`src/adcwd_regs.svh`:
```
// register indices, field positions and reset values of the result formatter
`ifndef ADCWD_REGS_SVH
`define ADCWD_REGS_SVH

// ****************************************************************
// register indices (byte address is four times the index)
// ****************************************************************
`define ADCWD_IDX_CFG 10'h0bc
`define ADCWD_IDX_RESL 10'h0be
`define ADCWD_IDX_RESH 10'h0bf
`define ADCWD_IDX_GTH 10'h0c4
`define ADCWD_IDX_GTL 10'h0c5
`define ADCWD_IDX_LTH 10'h0c6
`define ADCWD_IDX_LTL 10'h0c7
`define ADCWD_IDX_MODE 10'h0c8
`define ADCWD_IDX_CTL 10'h0e8

// ****************************************************************
// field positions
// ****************************************************************
`define ADCWD_CTL_ENABLE 7
`define ADCWD_CTL_DONE 5
`define ADCWD_CTL_BUSY 4
`define ADCWD_CTL_CM_HI 3
`define ADCWD_CTL_CM_LO 2
`define ADCWD_CTL_WIN 1
`define ADCWD_CTL_LJ 0
`define ADCWD_MODE_DIFF 0
`define ADCWD_CFG_SC_HI 7
`define ADCWD_CFG_SC_LO 3

// ****************************************************************
// reset values and timing counts
// ****************************************************************
`define ADCWD_RST_CFG 8'hf8
`define ADCWD_RST_CTL 8'h00
`define ADCWD_RST_MODE 8'h00
`define ADCWD_RST_RES 16'h0000
`define ADCWD_RST_GT 16'hffff
`define ADCWD_RST_LT 16'h0000
`define ADCWD_CONV_LAST 4'hf

`endif

```
`src/adcwd_pkg.sv`:
```
// types shared by the result formatter and window detector
package adcwd_pkg;

    typedef enum logic [1:0] {
        ADCWD_BUS_IDLE = 2'b01,
        ADCWD_BUS_ACK = 2'b10
    } adcwd_bus_t;

    typedef logic [15:0] adcwd_word_t;

endpackage : adcwd_pkg

```
`src/adcwd_top.sv`:
```
// converter result formatting and window compare behind an ahb-lite slave
//
// Operation
// right justify: high bits 7:2 copy bit 1
// right justify: high bits 1:0 hold top
// right justify: low byte holds lower eight
// left justify: high byte holds top eight
// left justify: low bits 7:6 hold bottom
// left justify: low bits 5:0 read zero
// sign extension only for differential readings
// unsigned single-ended, two's complement differential
// every result compared to limits automatically
// two limit words, written as byte pairs
// limit order selects inside or outside window
// lt above gt: flag inside window
// otherwise flag outside window
// differential compares are signed
// window evaluated only at conversion end
// conversion lasts sixteen converter clocks
// justify bit: 0 right, 1 left
// window flag sticky until software clears
// done flag set as busy falls
// compare uses justified sixteen-bit result word
`timescale 1ns/1ps
`default_nettype none
`include "adcwd_regs.svh"

module adcwd_top (
    // clock and reset
    input wire logic hclk,
    input wire logic hresetn,
    // ahb-lite slave
    input wire logic hsel,
    input wire logic [31:0] haddr,
    input wire logic [1:0] htrans,
    input wire logic hwrite,
    input wire logic [2:0] hsize,
    input wire logic [31:0] hwdata,
    input wire logic hready,
    output logic [31:0] hrdata,
    output logic hreadyout,
    output logic hresp,
    // converter core
    input wire logic [9:0] sar_code,
    output logic conversion_busy
);

    // ****************************************************************
    // helper functions
    // ****************************************************************
    function automatic adcwd_pkg::adcwd_word_t fmt_result(
        input logic [9:0] code,
        input logic lj,
        input logic diff
    );
        if (lj) begin
            fmt_result = {code, 6'h00};
        end else begin
            fmt_result = {{6{diff & code[9]}}, code};
        end
    endfunction : fmt_result

    function automatic logic below(
        input adcwd_pkg::adcwd_word_t a,
        input adcwd_pkg::adcwd_word_t b,
        input logic sgn
    );
        if (sgn) begin
            below = $signed(a) < $signed(b);
        end else begin
            below = a < b;
        end
    endfunction : below

    // ****************************************************************
    // declarations
    // ****************************************************************
    adcwd_pkg::adcwd_bus_t bus_state_reg;
    logic [9:0] idx_reg;
    logic wr_pend_reg;
    logic [7:0] cfg_reg;
    logic [7:0] ctl_reg;
    logic [7:0] mode_reg;
    logic busy_reg;
    logic done_reg;
    logic win_reg;
    adcwd_pkg::adcwd_word_t res_reg;
    adcwd_pkg::adcwd_word_t gt_reg;
    adcwd_pkg::adcwd_word_t lt_reg;
    logic [4:0] presc_reg;
    logic [3:0] sarcnt_reg;
    logic [9:0] code_meta_reg;
    logic [9:0] code_sync_reg;
    logic [31:0] hrdata_reg;
    logic hreadyout_reg;
    logic hresp_reg;

    logic addr_take;
    logic wr_en;
    logic [7:0] wd;
    logic start;
    logic tick;
    logic conv_end;
    logic diff;
    adcwd_pkg::adcwd_word_t res_next;
    logic lt_above;
    logic hit;
    logic [7:0] rd_val;

    // ****************************************************************
    // bus decode
    // ****************************************************************
    assign addr_take = hsel && htrans[1] && hready;
    assign wr_en = (bus_state_reg == adcwd_pkg::ADCWD_BUS_ACK)
        && wr_pend_reg;
    assign wd = hwdata[7:0];

    always_ff @(posedge hclk or negedge hresetn) begin
        if (!hresetn) begin
            bus_state_reg <= adcwd_pkg::ADCWD_BUS_IDLE;
            idx_reg <= 10'h000;
            wr_pend_reg <= 1'b0;
        end else begin
            unique case (bus_state_reg)
                adcwd_pkg::ADCWD_BUS_IDLE: begin
                    if (addr_take) begin
                        bus_state_reg <= adcwd_pkg::ADCWD_BUS_ACK;
                        idx_reg <= haddr[11:2];
                        wr_pend_reg <= hwrite;
                    end
                end
                adcwd_pkg::ADCWD_BUS_ACK: begin
                    bus_state_reg <= adcwd_pkg::ADCWD_BUS_IDLE;
                    wr_pend_reg <= 1'b0;
                end
            endcase
        end
    end

    // one wait state: hreadyout low in the cycle after the address phase
    always_ff @(posedge hclk or negedge hresetn) begin
        if (!hresetn) begin
            hreadyout_reg <= 1'b1;
            hrdata_reg <= 32'h0000_0000;
            hresp_reg <= 1'b0;
        end else begin
            hresp_reg <= 1'b0;
            if (bus_state_reg == adcwd_pkg::ADCWD_BUS_IDLE && addr_take) begin
                hreadyout_reg <= 1'b0;
            end else begin
                hreadyout_reg <= 1'b1;
            end
            if (bus_state_reg == adcwd_pkg::ADCWD_BUS_ACK) begin
                hrdata_reg <= {24'h00_0000, rd_val};
            end
        end
    end

    always_comb begin
        unique case (idx_reg)
            `ADCWD_IDX_CFG: rd_val = cfg_reg;
            `ADCWD_IDX_RESL: rd_val = res_reg[7:0];
            `ADCWD_IDX_RESH: rd_val = res_reg[15:8];
            `ADCWD_IDX_GTH: rd_val = gt_reg[15:8];
            `ADCWD_IDX_GTL: rd_val = gt_reg[7:0];
            `ADCWD_IDX_LTH: rd_val = lt_reg[15:8];
            `ADCWD_IDX_LTL: rd_val = lt_reg[7:0];
            `ADCWD_IDX_MODE: rd_val = mode_reg;
            `ADCWD_IDX_CTL: rd_val = {ctl_reg[7:6], done_reg, busy_reg,
                ctl_reg[3:2], win_reg, ctl_reg[0]};
            default: rd_val = 8'h00;
        endcase
    end

    assign hrdata = hrdata_reg;
    assign hreadyout = hreadyout_reg;
    assign hresp = hresp_reg;

    // ****************************************************************
    // software registers
    // ****************************************************************
    always_ff @(posedge hclk or negedge hresetn) begin
        if (!hresetn) begin
            cfg_reg <= `ADCWD_RST_CFG;
            ctl_reg <= `ADCWD_RST_CTL;
            mode_reg <= `ADCWD_RST_MODE;
        end else if (wr_en) begin
            if (idx_reg == `ADCWD_IDX_CFG) begin
                cfg_reg <= wd;
            end
            if (idx_reg == `ADCWD_IDX_CTL) begin
                ctl_reg <= wd;
            end
            if (idx_reg == `ADCWD_IDX_MODE) begin
                mode_reg <= wd;
            end
        end
    end

    // limit words, each loaded a byte at a time
    always_ff @(posedge hclk or negedge hresetn) begin
        if (!hresetn) begin
            gt_reg <= `ADCWD_RST_GT;
            lt_reg <= `ADCWD_RST_LT;
        end else if (wr_en) begin
            if (idx_reg == `ADCWD_IDX_GTH) begin
                gt_reg[15:8] <= wd;
            end
            if (idx_reg == `ADCWD_IDX_GTL) begin
                gt_reg[7:0] <= wd;
            end
            if (idx_reg == `ADCWD_IDX_LTH) begin
                lt_reg[15:8] <= wd;
            end
            if (idx_reg == `ADCWD_IDX_LTL) begin
                lt_reg[7:0] <= wd;
            end
        end
    end

    // ****************************************************************
    // converter sequencing
    // ****************************************************************
    always_ff @(posedge hclk or negedge hresetn) begin
        if (!hresetn) begin
            code_meta_reg <= 10'h000;
            code_sync_reg <= 10'h000;
        end else begin
            code_meta_reg <= sar_code;
            code_sync_reg <= code_meta_reg;
        end
    end

    // enable and start mode are taken from the byte being written
    assign start = wr_en && idx_reg == `ADCWD_IDX_CTL && wd[`ADCWD_CTL_BUSY]
        && wd[`ADCWD_CTL_ENABLE]
        && wd[`ADCWD_CTL_CM_HI:`ADCWD_CTL_CM_LO] == 2'b00
        && !busy_reg;
    assign tick = presc_reg == cfg_reg[`ADCWD_CFG_SC_HI:`ADCWD_CFG_SC_LO];
    assign conv_end = busy_reg && tick
        && sarcnt_reg == `ADCWD_CONV_LAST;

    // converter clock is the system clock divided by field plus one
    always_ff @(posedge hclk or negedge hresetn) begin
        if (!hresetn) begin
            presc_reg <= 5'h00;
            sarcnt_reg <= 4'h0;
        end else if (!busy_reg || tick) begin
            presc_reg <= 5'h00;
            if (!busy_reg) begin
                sarcnt_reg <= 4'h0;
            end else begin
                sarcnt_reg <= sarcnt_reg + 4'h1;
            end
        end else begin
            presc_reg <= presc_reg + 5'h01;
        end
    end

    always_ff @(posedge hclk or negedge hresetn) begin
        if (!hresetn) begin
            busy_reg <= 1'b0;
        end else if (start) begin
            busy_reg <= 1'b1;
        end else if (conv_end) begin
            busy_reg <= 1'b0;
        end
    end

    assign conversion_busy = busy_reg;

    // ****************************************************************
    // result formatting and window compare
    // ****************************************************************
    assign diff = mode_reg[`ADCWD_MODE_DIFF];
    assign res_next = fmt_result(code_sync_reg,
        ctl_reg[`ADCWD_CTL_LJ], diff);
    assign lt_above = below(gt_reg, lt_reg, diff);
    always_comb begin
        if (lt_above) begin
            hit = below(res_next, lt_reg, diff)
                && below(gt_reg, res_next, diff);
        end else begin
            hit = below(res_next, lt_reg, diff)
                || below(gt_reg, res_next, diff);
        end
    end

    // hardware result update wins over a software write in the same cycle
    always_ff @(posedge hclk or negedge hresetn) begin
        if (!hresetn) begin
            res_reg <= `ADCWD_RST_RES;
        end else if (conv_end) begin
            res_reg <= res_next;
        end else if (wr_en && idx_reg == `ADCWD_IDX_RESL) begin
            res_reg[7:0] <= wd;
        end else if (wr_en && idx_reg == `ADCWD_IDX_RESH) begin
            res_reg[15:8] <= wd;
        end
    end

    // sticky flags: a set in the cycle of a clear wins
    always_ff @(posedge hclk or negedge hresetn) begin
        if (!hresetn) begin
            done_reg <= 1'b0;
        end else if (conv_end) begin
            done_reg <= 1'b1;
        end else if (wr_en && idx_reg == `ADCWD_IDX_CTL) begin
            done_reg <= wd[`ADCWD_CTL_DONE];
        end
    end

    always_ff @(posedge hclk or negedge hresetn) begin
        if (!hresetn) begin
            win_reg <= 1'b0;
        end else if (conv_end && hit) begin
            win_reg <= 1'b1;
        end else if (wr_en && idx_reg == `ADCWD_IDX_CTL) begin
            win_reg <= wd[`ADCWD_CTL_WIN] & win_reg;
        end
    end

endmodule : adcwd_top
`default_nettype wire

```
`config.mk`:
```
export PLATFORM = sky130hd
export DESIGN_NAME = adcwd_top
export DESIGN_NICKNAME = d
export VERILOG_FILES = /design/src/adcwd_pkg.sv /design/src/adcwd_top.sv
export VERILOG_INCLUDE_DIRS = /design/src
export SDC_FILE = /design/constraint.sdc
export NUM_CORES = 1
export LEC_CHECK = 0
export BUFFER_PORTS_ARGS = -buffer_cell sky130_fd_sc_hd__buf_2
export CORE_ASPECT_RATIO = 0.8
export CORE_UTILIZATION = 30
export DETAILED_ROUTE_END_ITERATION = 10
export GPL_ROUTABILITY_DRIVEN = 0
export PLACE_DENSITY = 0.6
export RECOVER_POWER = 100
export SETUP_SLACK_MARGIN = 0.02
export SYNTH_ARGS = -nofsm -noshare
export SYNTH_HDL_FRONTEND = slang
export SYNTH_SLANG_ARGS = --single-unit
```
`constraint.sdc`:
```
create_clock -name hclk -period 2.7 [get_ports hclk]
set_clock_uncertainty 0.1 [all_clocks]
set_input_delay 0.405 -clock hclk [delete_from_list [all_inputs] [get_ports hclk]]
set_output_delay 0.405 -clock hclk [all_outputs]
set_load 0.02 [all_outputs]
```
==> results of run 1 <==
worst min path at each step:
stage,from,to,slack (ns),depth (start not counted)
2_1_floorplan,hresetn,bus_state_reg[1],0.009,0
3_3_place_gp,code_meta_reg[4],code_sync_reg[4],0.23,0
3_5_place_dp,code_meta_reg[0],code_sync_reg[0],0.23,0
4_1_cts,haddr[4],idx_reg[2],0.09,3
5_1_grt,haddr[5],idx_reg[3],0.12,2
6_report,haddr[4],idx_reg[2],0.09,3
logic make-up after synthesis:
family | share of synthesized area
AND/OR/NAND/NOR | 0.128
flip-flops | 0.446
AO/OA/AOI/OAI | 0.0953
buffers and inverters | 0.0806
multiplexers | 0.152
adder cells (fa/ha/maj) | 0.0844
XOR/XNOR | 0.0138
other | 0.000538
through the flow:
stage | TNS, ns | hold slack (ns)
final | -0.0736 | 0.0924
after CTS | 0 | 0.0862
after floorplan | 0 | 0.00941
after global routing | -0.710 | 0.117
after global placement | -0.0518 | 0.234
after detailed placement | -0.0910 | 0.235
timing repair:
action                                  CTS  global route
cloned                                    0             0
hold endpoints to repair                 41             0
resized for setup                        25            26
setup buffers                            23             4
pin swaps                                 6            17
endpoints found under the setup margin    1             3
hold buffers                             11             0
cell type report:
type	instances	area, um^2	area share
Multi-Input combinational cell	453	3580	0.415
Sequential cell	123	3110	0.360
Timing Repair Buffer	118	790	0.0915
Clock buffer	17	425	0.0493
Tap cell	306	383	0.0444
Clock inverter	15	190	0.0220
Inverter	40	153	0.0177
Yosys cell counts, types with 7 or more instances:
library cell | instances | share of area
dfrtp_1 | 100 | 0.36
nand2_1 | 62 | 0.033
ha_1 | 47 | 0.084
o21ai_0 | 44 | 0.032
mux2_2 | 43 | 0.069
inv_1 | 40 | 0.022
mux2i_1 | 38 | 0.055
nor2_1 | 37 | 0.020
a21oi_1 | 31 | 0.022
buf_4 | 30 | 0.032
dfstp_2 | 23 | 0.087
nand3_1 | 15 | 0.011
buf_2 | 10 | 0.0072
a21o_1 | 9 | 0.0097
buf_6 | 8 | 0.013
nand2b_1 | 8 | 0.0072
nand4_1 | 8 | 0.0072
a221oi_1 | 7 | 0.0088
where the power goes:
group / total [mW] / leakage, nW / internal (mW) / switching, mW
Clock: 2.38 / 0.292 / 1.47 / 0.912
Combinational: 1.27 / 2.34 / 0.526 / 0.739
Sequential: 2.14 / 1.35 / 2.01 / 0.129
Total: 5.79 / 3.98 / 4.01 / 1.78
worst register-to-register path, delay by kind of cell (launching register included):
kind / cells / cell delay, ns
AND/OR/NAND/NOR: 1 / 0.08
multiplexers: 1 / 0.24
AO/OA/AOI/OAI: 1 / 0.05
buffers and inverters: 14 / 1.69
flip-flops: 1 / 0.47
layer usage:
metal,up-vias,wire length [um],GRT usage
met5,-,0,0
met4,0,147,0.0415
met3,15,1330,0.0292
met2,181,7790,0.224
met1,2516,9050,0.245
li1,2436,-,-
==> summary.md, run 1 <==
| Metric | Value |
|---|---|
| Most frequent cells in the layout | dfrtp_1 (99), nand2_1 (59), buf_4 (51), o21ai_0 (44), mux2_2 (42) |
| Root buffer cell | clkbuf_16 |
| DP Worst Slack | -0.0910 ns |
| Final hold viol count | 0 |
| Largest net degree at the start of global routing | 44 |
| CP required | 2.88 ns |
| Reg2Reg Depth | 17 |
| Failing checks | setup timing |
| DP HPWL | 12800 um |
| Max rail drop VDD | 0.000419 V |
| Max Cap Viol | 0 |
| Avg Synthesized Cell Area | 10.8 um^2 |
| Site Rows | 49 |
| Ant. Diodes | 0 |
| Top_reg_cell synth | dfrtp_1 |
| RR Startpoint | ctl_reg[0] |
| Total power | 5.79 mW |
| Setup slack, reg-to-reg | -0.05 ns |
| Worst Setup SP | ctl_reg[0] |
| Min Tclk post-route | 2.75 ns |
| Max Buffers Root-to-Sink | 2 |
| IO Count | 119 |
| Number of global-route vias before repair | 5058 |
| Via count | 5148 |
| Fill cells | 2228 |
| Capturing point of the worst reg2reg path | res_reg[9] |
| Setup CP Type | reg -> reg |
| CP startpoint kind | flop |
| CP most frequent cell | buf_4 |
| Relative slew slack | 0.211 |
| Post-synthesis register bit count | 123 |
| Fmax | 0.364 GHz |
| CTS H-tree depth | 4 |
| Crit path to | res_reg[9] |
| Iteration count of the initial detailed-routing pass | 5 |
| Status | finished with violations |
| Final period util | 1.02 |
| Sequential element share of the synthesized area | 0.446 |
| Global-route wire length before repair | 28500 um |
| Total GRT Usage | 0.159 |
| Final number of setup-violating endpoints | 2 |
| Worst-Margin Slew | 1.18 ns |
| CTS tree | done |
| Placed Area | 7560 um^2 |
| Critical Path AT | 2.93 ns |
| Min-delay worst type | in -> reg |
| P_leak | 3.98 nW |
| Finished layout cell area | 8630 um^2 |
| Commonest non-fill, non-tap cell in the layout | dfrtp_1 |
| Levels on crit path | 17 |
| Final nets | 884 |
| Avg WL per Cell | 17.1 um |
| Antenna Nets Post-Route | 0 |
| DIE AREA | 23800 um^2 |
| Dpl cells | 1003 |
| Fraction of registers with async set/reset | 1.00 |
| Layout overhead on the synthesized area | 23.8% |
| Syn. warnings | 0 |
| Slowest cell on crit path | dfrtp_2 |
| CP cell instances | buf_6 > mux2i_4 > inv_2 > buf_4 > buf_4 > buf_4 > buf_4 > buf_4 > buf_4 > buf_4 > buf_4 > buf_4 > buf_4 > buf_4 > buf_4 > nor2_1 > a21oi_1 |
| Die width | 172 um |
| Gate Count Post-Synth | 648 |
| Power Density | 671 nW/um^2 |
| Netlist cell types | 62 |
| Core Box Area | 22600 um^2 |
| Synthesized area | 6970 um^2 |
| CTS Buf Count | 17 |
| Final WS setup | -0.0466 ns |
| Layout cells sized above 1 | 0.315 |
| Insertion delay to the later sink of the worst-skew pair | 0.42 ns |
| DIE HEIGHT | 138 um |
| EDFF count, synth | 0 |
| Fin cells | 1072 |
| Clock sinks | 123 |
| Total wire length | 18300 um |
| Reg clk slew, reported paths | 0.06 ns |
| Worst setup EP type | flop |
| Initial antenna violation count | 0 |
| DR DRC count | 0 |
| RSZ-0062 raised after global routing | yes |
| Overflow after GRT | 0 |
| CP Max Fanout | 6 |
| Critical Path Max Stage Delay | 0.47 ns |
| Delay-heaviest family, CP | buffers and inverters |
| 1st-iter DRT viols | 417 |
| Post-layout util | 0.381 |
| Worst path bufs/invs | 14 |
| Initial Utilization | 0.308 |
| PortBufs | 43 |
| Final Max Slew Viols | 0 |
| Avg Vias per Cell | 4.80 |
Power figures use the tool's default switching activity.
==> inputs of run 2 (changes only) <==
- MAX_ROUTING_LAYER: default -> met4
==> summary.md, run 2 (same netlist as run 1, synthesis figures left out) <==
| Metric | Value |
|---|---|
| Via count | 5195 (+0.91%) |
| DP HPWL | 12800 um (unchanged) |
| Fill cells | 2228 (unchanged) |
| DIE HEIGHT | 138 um (unchanged) |
| Worst-Margin Slew | 1.18 ns (-0.00484 ns) |
| Min-delay worst type | in -> reg |
| 1st-iter DRT viols | 439 (+5.3%) |
| Core Box Area | 22600 um^2 (unchanged) |
| Overflow after GRT | 0 (unchanged) |
| Max rail drop VDD | 0.000421 V (+0.59%) |
| Layout overhead on the synthesized area | 23.8% (unchanged) |
| CP required | 2.88 ns (about the same) |
| Final Max Slew Viols | 0 (unchanged) |
| Initial Utilization | 0.308 (unchanged) |
| IO Count | 119 (unchanged) |
| PortBufs | 43 (unchanged) |
| Most frequent cells in the layout | dfrtp_1 (99), nand2_1 (59), buf_4 (51), o21ai_0 (44), mux2_2 (42) |
| Iteration count of the initial detailed-routing pass | 5 (unchanged) |
| Relative slew slack | 0.214 (+0.00323) |
| P_leak | 3.98 nW (unchanged) |
| Total GRT Usage | 0.164 (+0.00522) |
| Final nets | 884 (unchanged) |
| Post-layout util | 0.381 (unchanged) |
| Power Density | 672 nW/um^2 (+0.22%) |
| Initial antenna violation count | 0 (unchanged) |
| Total wire length | 18300 um (about the same) |
| RSZ-0062 raised after global routing | yes |
| Max Cap Viol | 0 (unchanged) |
| Largest net degree at the start of global routing | 44 (unchanged) |
| Commonest non-fill, non-tap cell in the layout | dfrtp_1 |
| Critical Path AT | 2.93 ns (about the same) |
| Fmax | 0.364 GHz (-0.14%) |
| Final number of setup-violating endpoints | 2 (unchanged) |
| Avg Vias per Cell | 4.85 (+0.91%) |
| Clock sinks | 123 (unchanged) |
| CTS H-tree depth | 4 (unchanged) |
| FF+latch area | 3110 um^2 (unchanged) |
| Final WS setup | -0.0504 ns (-0.00384 ns) |
| Dpl cells | 1003 (unchanged) |
| Reg clk slew, reported paths | 0.06 ns (about the same) |
| CTS tree | done |
| Max Buffers Root-to-Sink | 2 (unchanged) |
| Fin cells | 1072 (unchanged) |
| Worst setup EP type | flop |
| Multi-input gate area | 3580 um^2 (unchanged) |
| DR DRC count | 0 (unchanged) |
| Number of global-route vias before repair | 5058 (unchanged) |
| Min Tclk post-route | 2.75 ns (+0.00384 ns) |
| Insertion delay to the later sink of the worst-skew pair | 0.42 ns (about the same) |
| Final hold viol count | 0 (unchanged) |
| Status | finished with violations |
| Final period util | 1.02 (+0.00142) |
| Ant. Diodes | 0 (unchanged) |
| Layout cells sized above 1 | 0.315 (unchanged) |
| Setup CP Type | reg -> reg |
| Antenna Nets Post-Route | 0 (unchanged) |
| CP startpoint kind | flop |
| Avg WL per Cell | 17.1 um (about the same) |
| Worst hold slack | 0.0934 ns (+0.00102 ns) |
| Failing checks | setup timing |
| Site Rows | 49 (unchanged) |
| Total power | 5.80 mW (+0.22%) |
| Global-route wire length before repair | 28600 um (+0.17%) |
| DIE AREA | 23800 um^2 (unchanged) |
| Root buffer cell | clkbuf_16 |
| Die width | 172 um (unchanged) |
| CP Max Fanout | 6 (unchanged) |
| CTS Buf Count | 17 (unchanged) |
run 2: power breakdown:
| group | switching [mW] | internal [mW] | total (mW) |
|---|---|---|---|
| Combinational | 0.743 | 0.527 | 1.27 |
| Clock | 0.920 | 1.47 | 2.39 |
| Sequential | 0.129 | 2.01 | 2.14 |
run 2: worst max-delay path: stages (launching register included):
cell	delay [ns]
dfrtp_2	0.47
buf_6	0.15
mux2i_4	0.24
inv_2	0.08
buf_4	0.13
buf_4	0.12
buf_4	0.12
buf_4	0.12
buf_4	0.12
buf_4	0.12
buf_4	0.12
buf_4	0.12
buf_4	0.12
buf_4	0.12
buf_4	0.12
buf_4	0.13
nor2_1	0.08
a21oi_1	0.05
run 2: area by class of cell:
type | instances | area share
sequential | 123 | 0.360
clock inverter | 15 | 0.0220
inverter | 40 | 0.0177
tap | 306 | 0.0444
multi-input combinational | 453 | 0.415
clock buffer | 17 | 0.0493
timing repair buffer | 118 | 0.0915
run 2: layer usage:
| layer | track usage | wire length, um | share of wire |
|---|---|---|---|
| met1 | 0.247 | 9290 | 0.51 |
| met2 | 0.224 | 7720 | 0.42 |
| met3 | 0.0292 | 1110 | 0.061 |
| met4 | 0.0415 | 208 | 0.011 |
| met5 | - | 0 | 0 |
run 2: path summary, 6_finish.rpt:
path                                        from               end  slack, ns  cells past startpoint
worst min register to register  code_meta_reg[0]  code_sync_reg[0]       0.25                      0
worst max-delay path                  ctl_reg[0]        res_reg[9]      -0.05                     17
worst max register to register        ctl_reg[0]        res_reg[9]      -0.05                     17
max in group asynchronous                hresetn        res_reg[3]       0.48                      3
worst min-delay path                    haddr[4]        idx_reg[2]       0.09                      3
min in group asynchronous                hresetn  code_meta_reg[1]       0.64                      2
run 2: repair_timing:
item                                   CTS  global route
setup endpoints to repair                1             3
endpoints found under the hold margin   41             0
buffers inserted                        23             4
pin swaps                                6            17
resized for setup                       25            26
hold buffers                            11             0
run 2: metrics by stage:
| stage | cell area [um^2] | worst slack, ns | TNS [ns] |
|---|---|---|---|
| after floorplan | 7060 | 0.0386 | 0 |
| after global placement | 7560 | -0.0518 | -0.0518 |
| after detailed placement | 7560 | -0.0910 | -0.0910 |
| after CTS | 8550 | 0.00577 | 0 |
| after global routing | 8630 | -0.130 | -0.703 |
| final | 8630 | -0.0504 | -0.0722 |
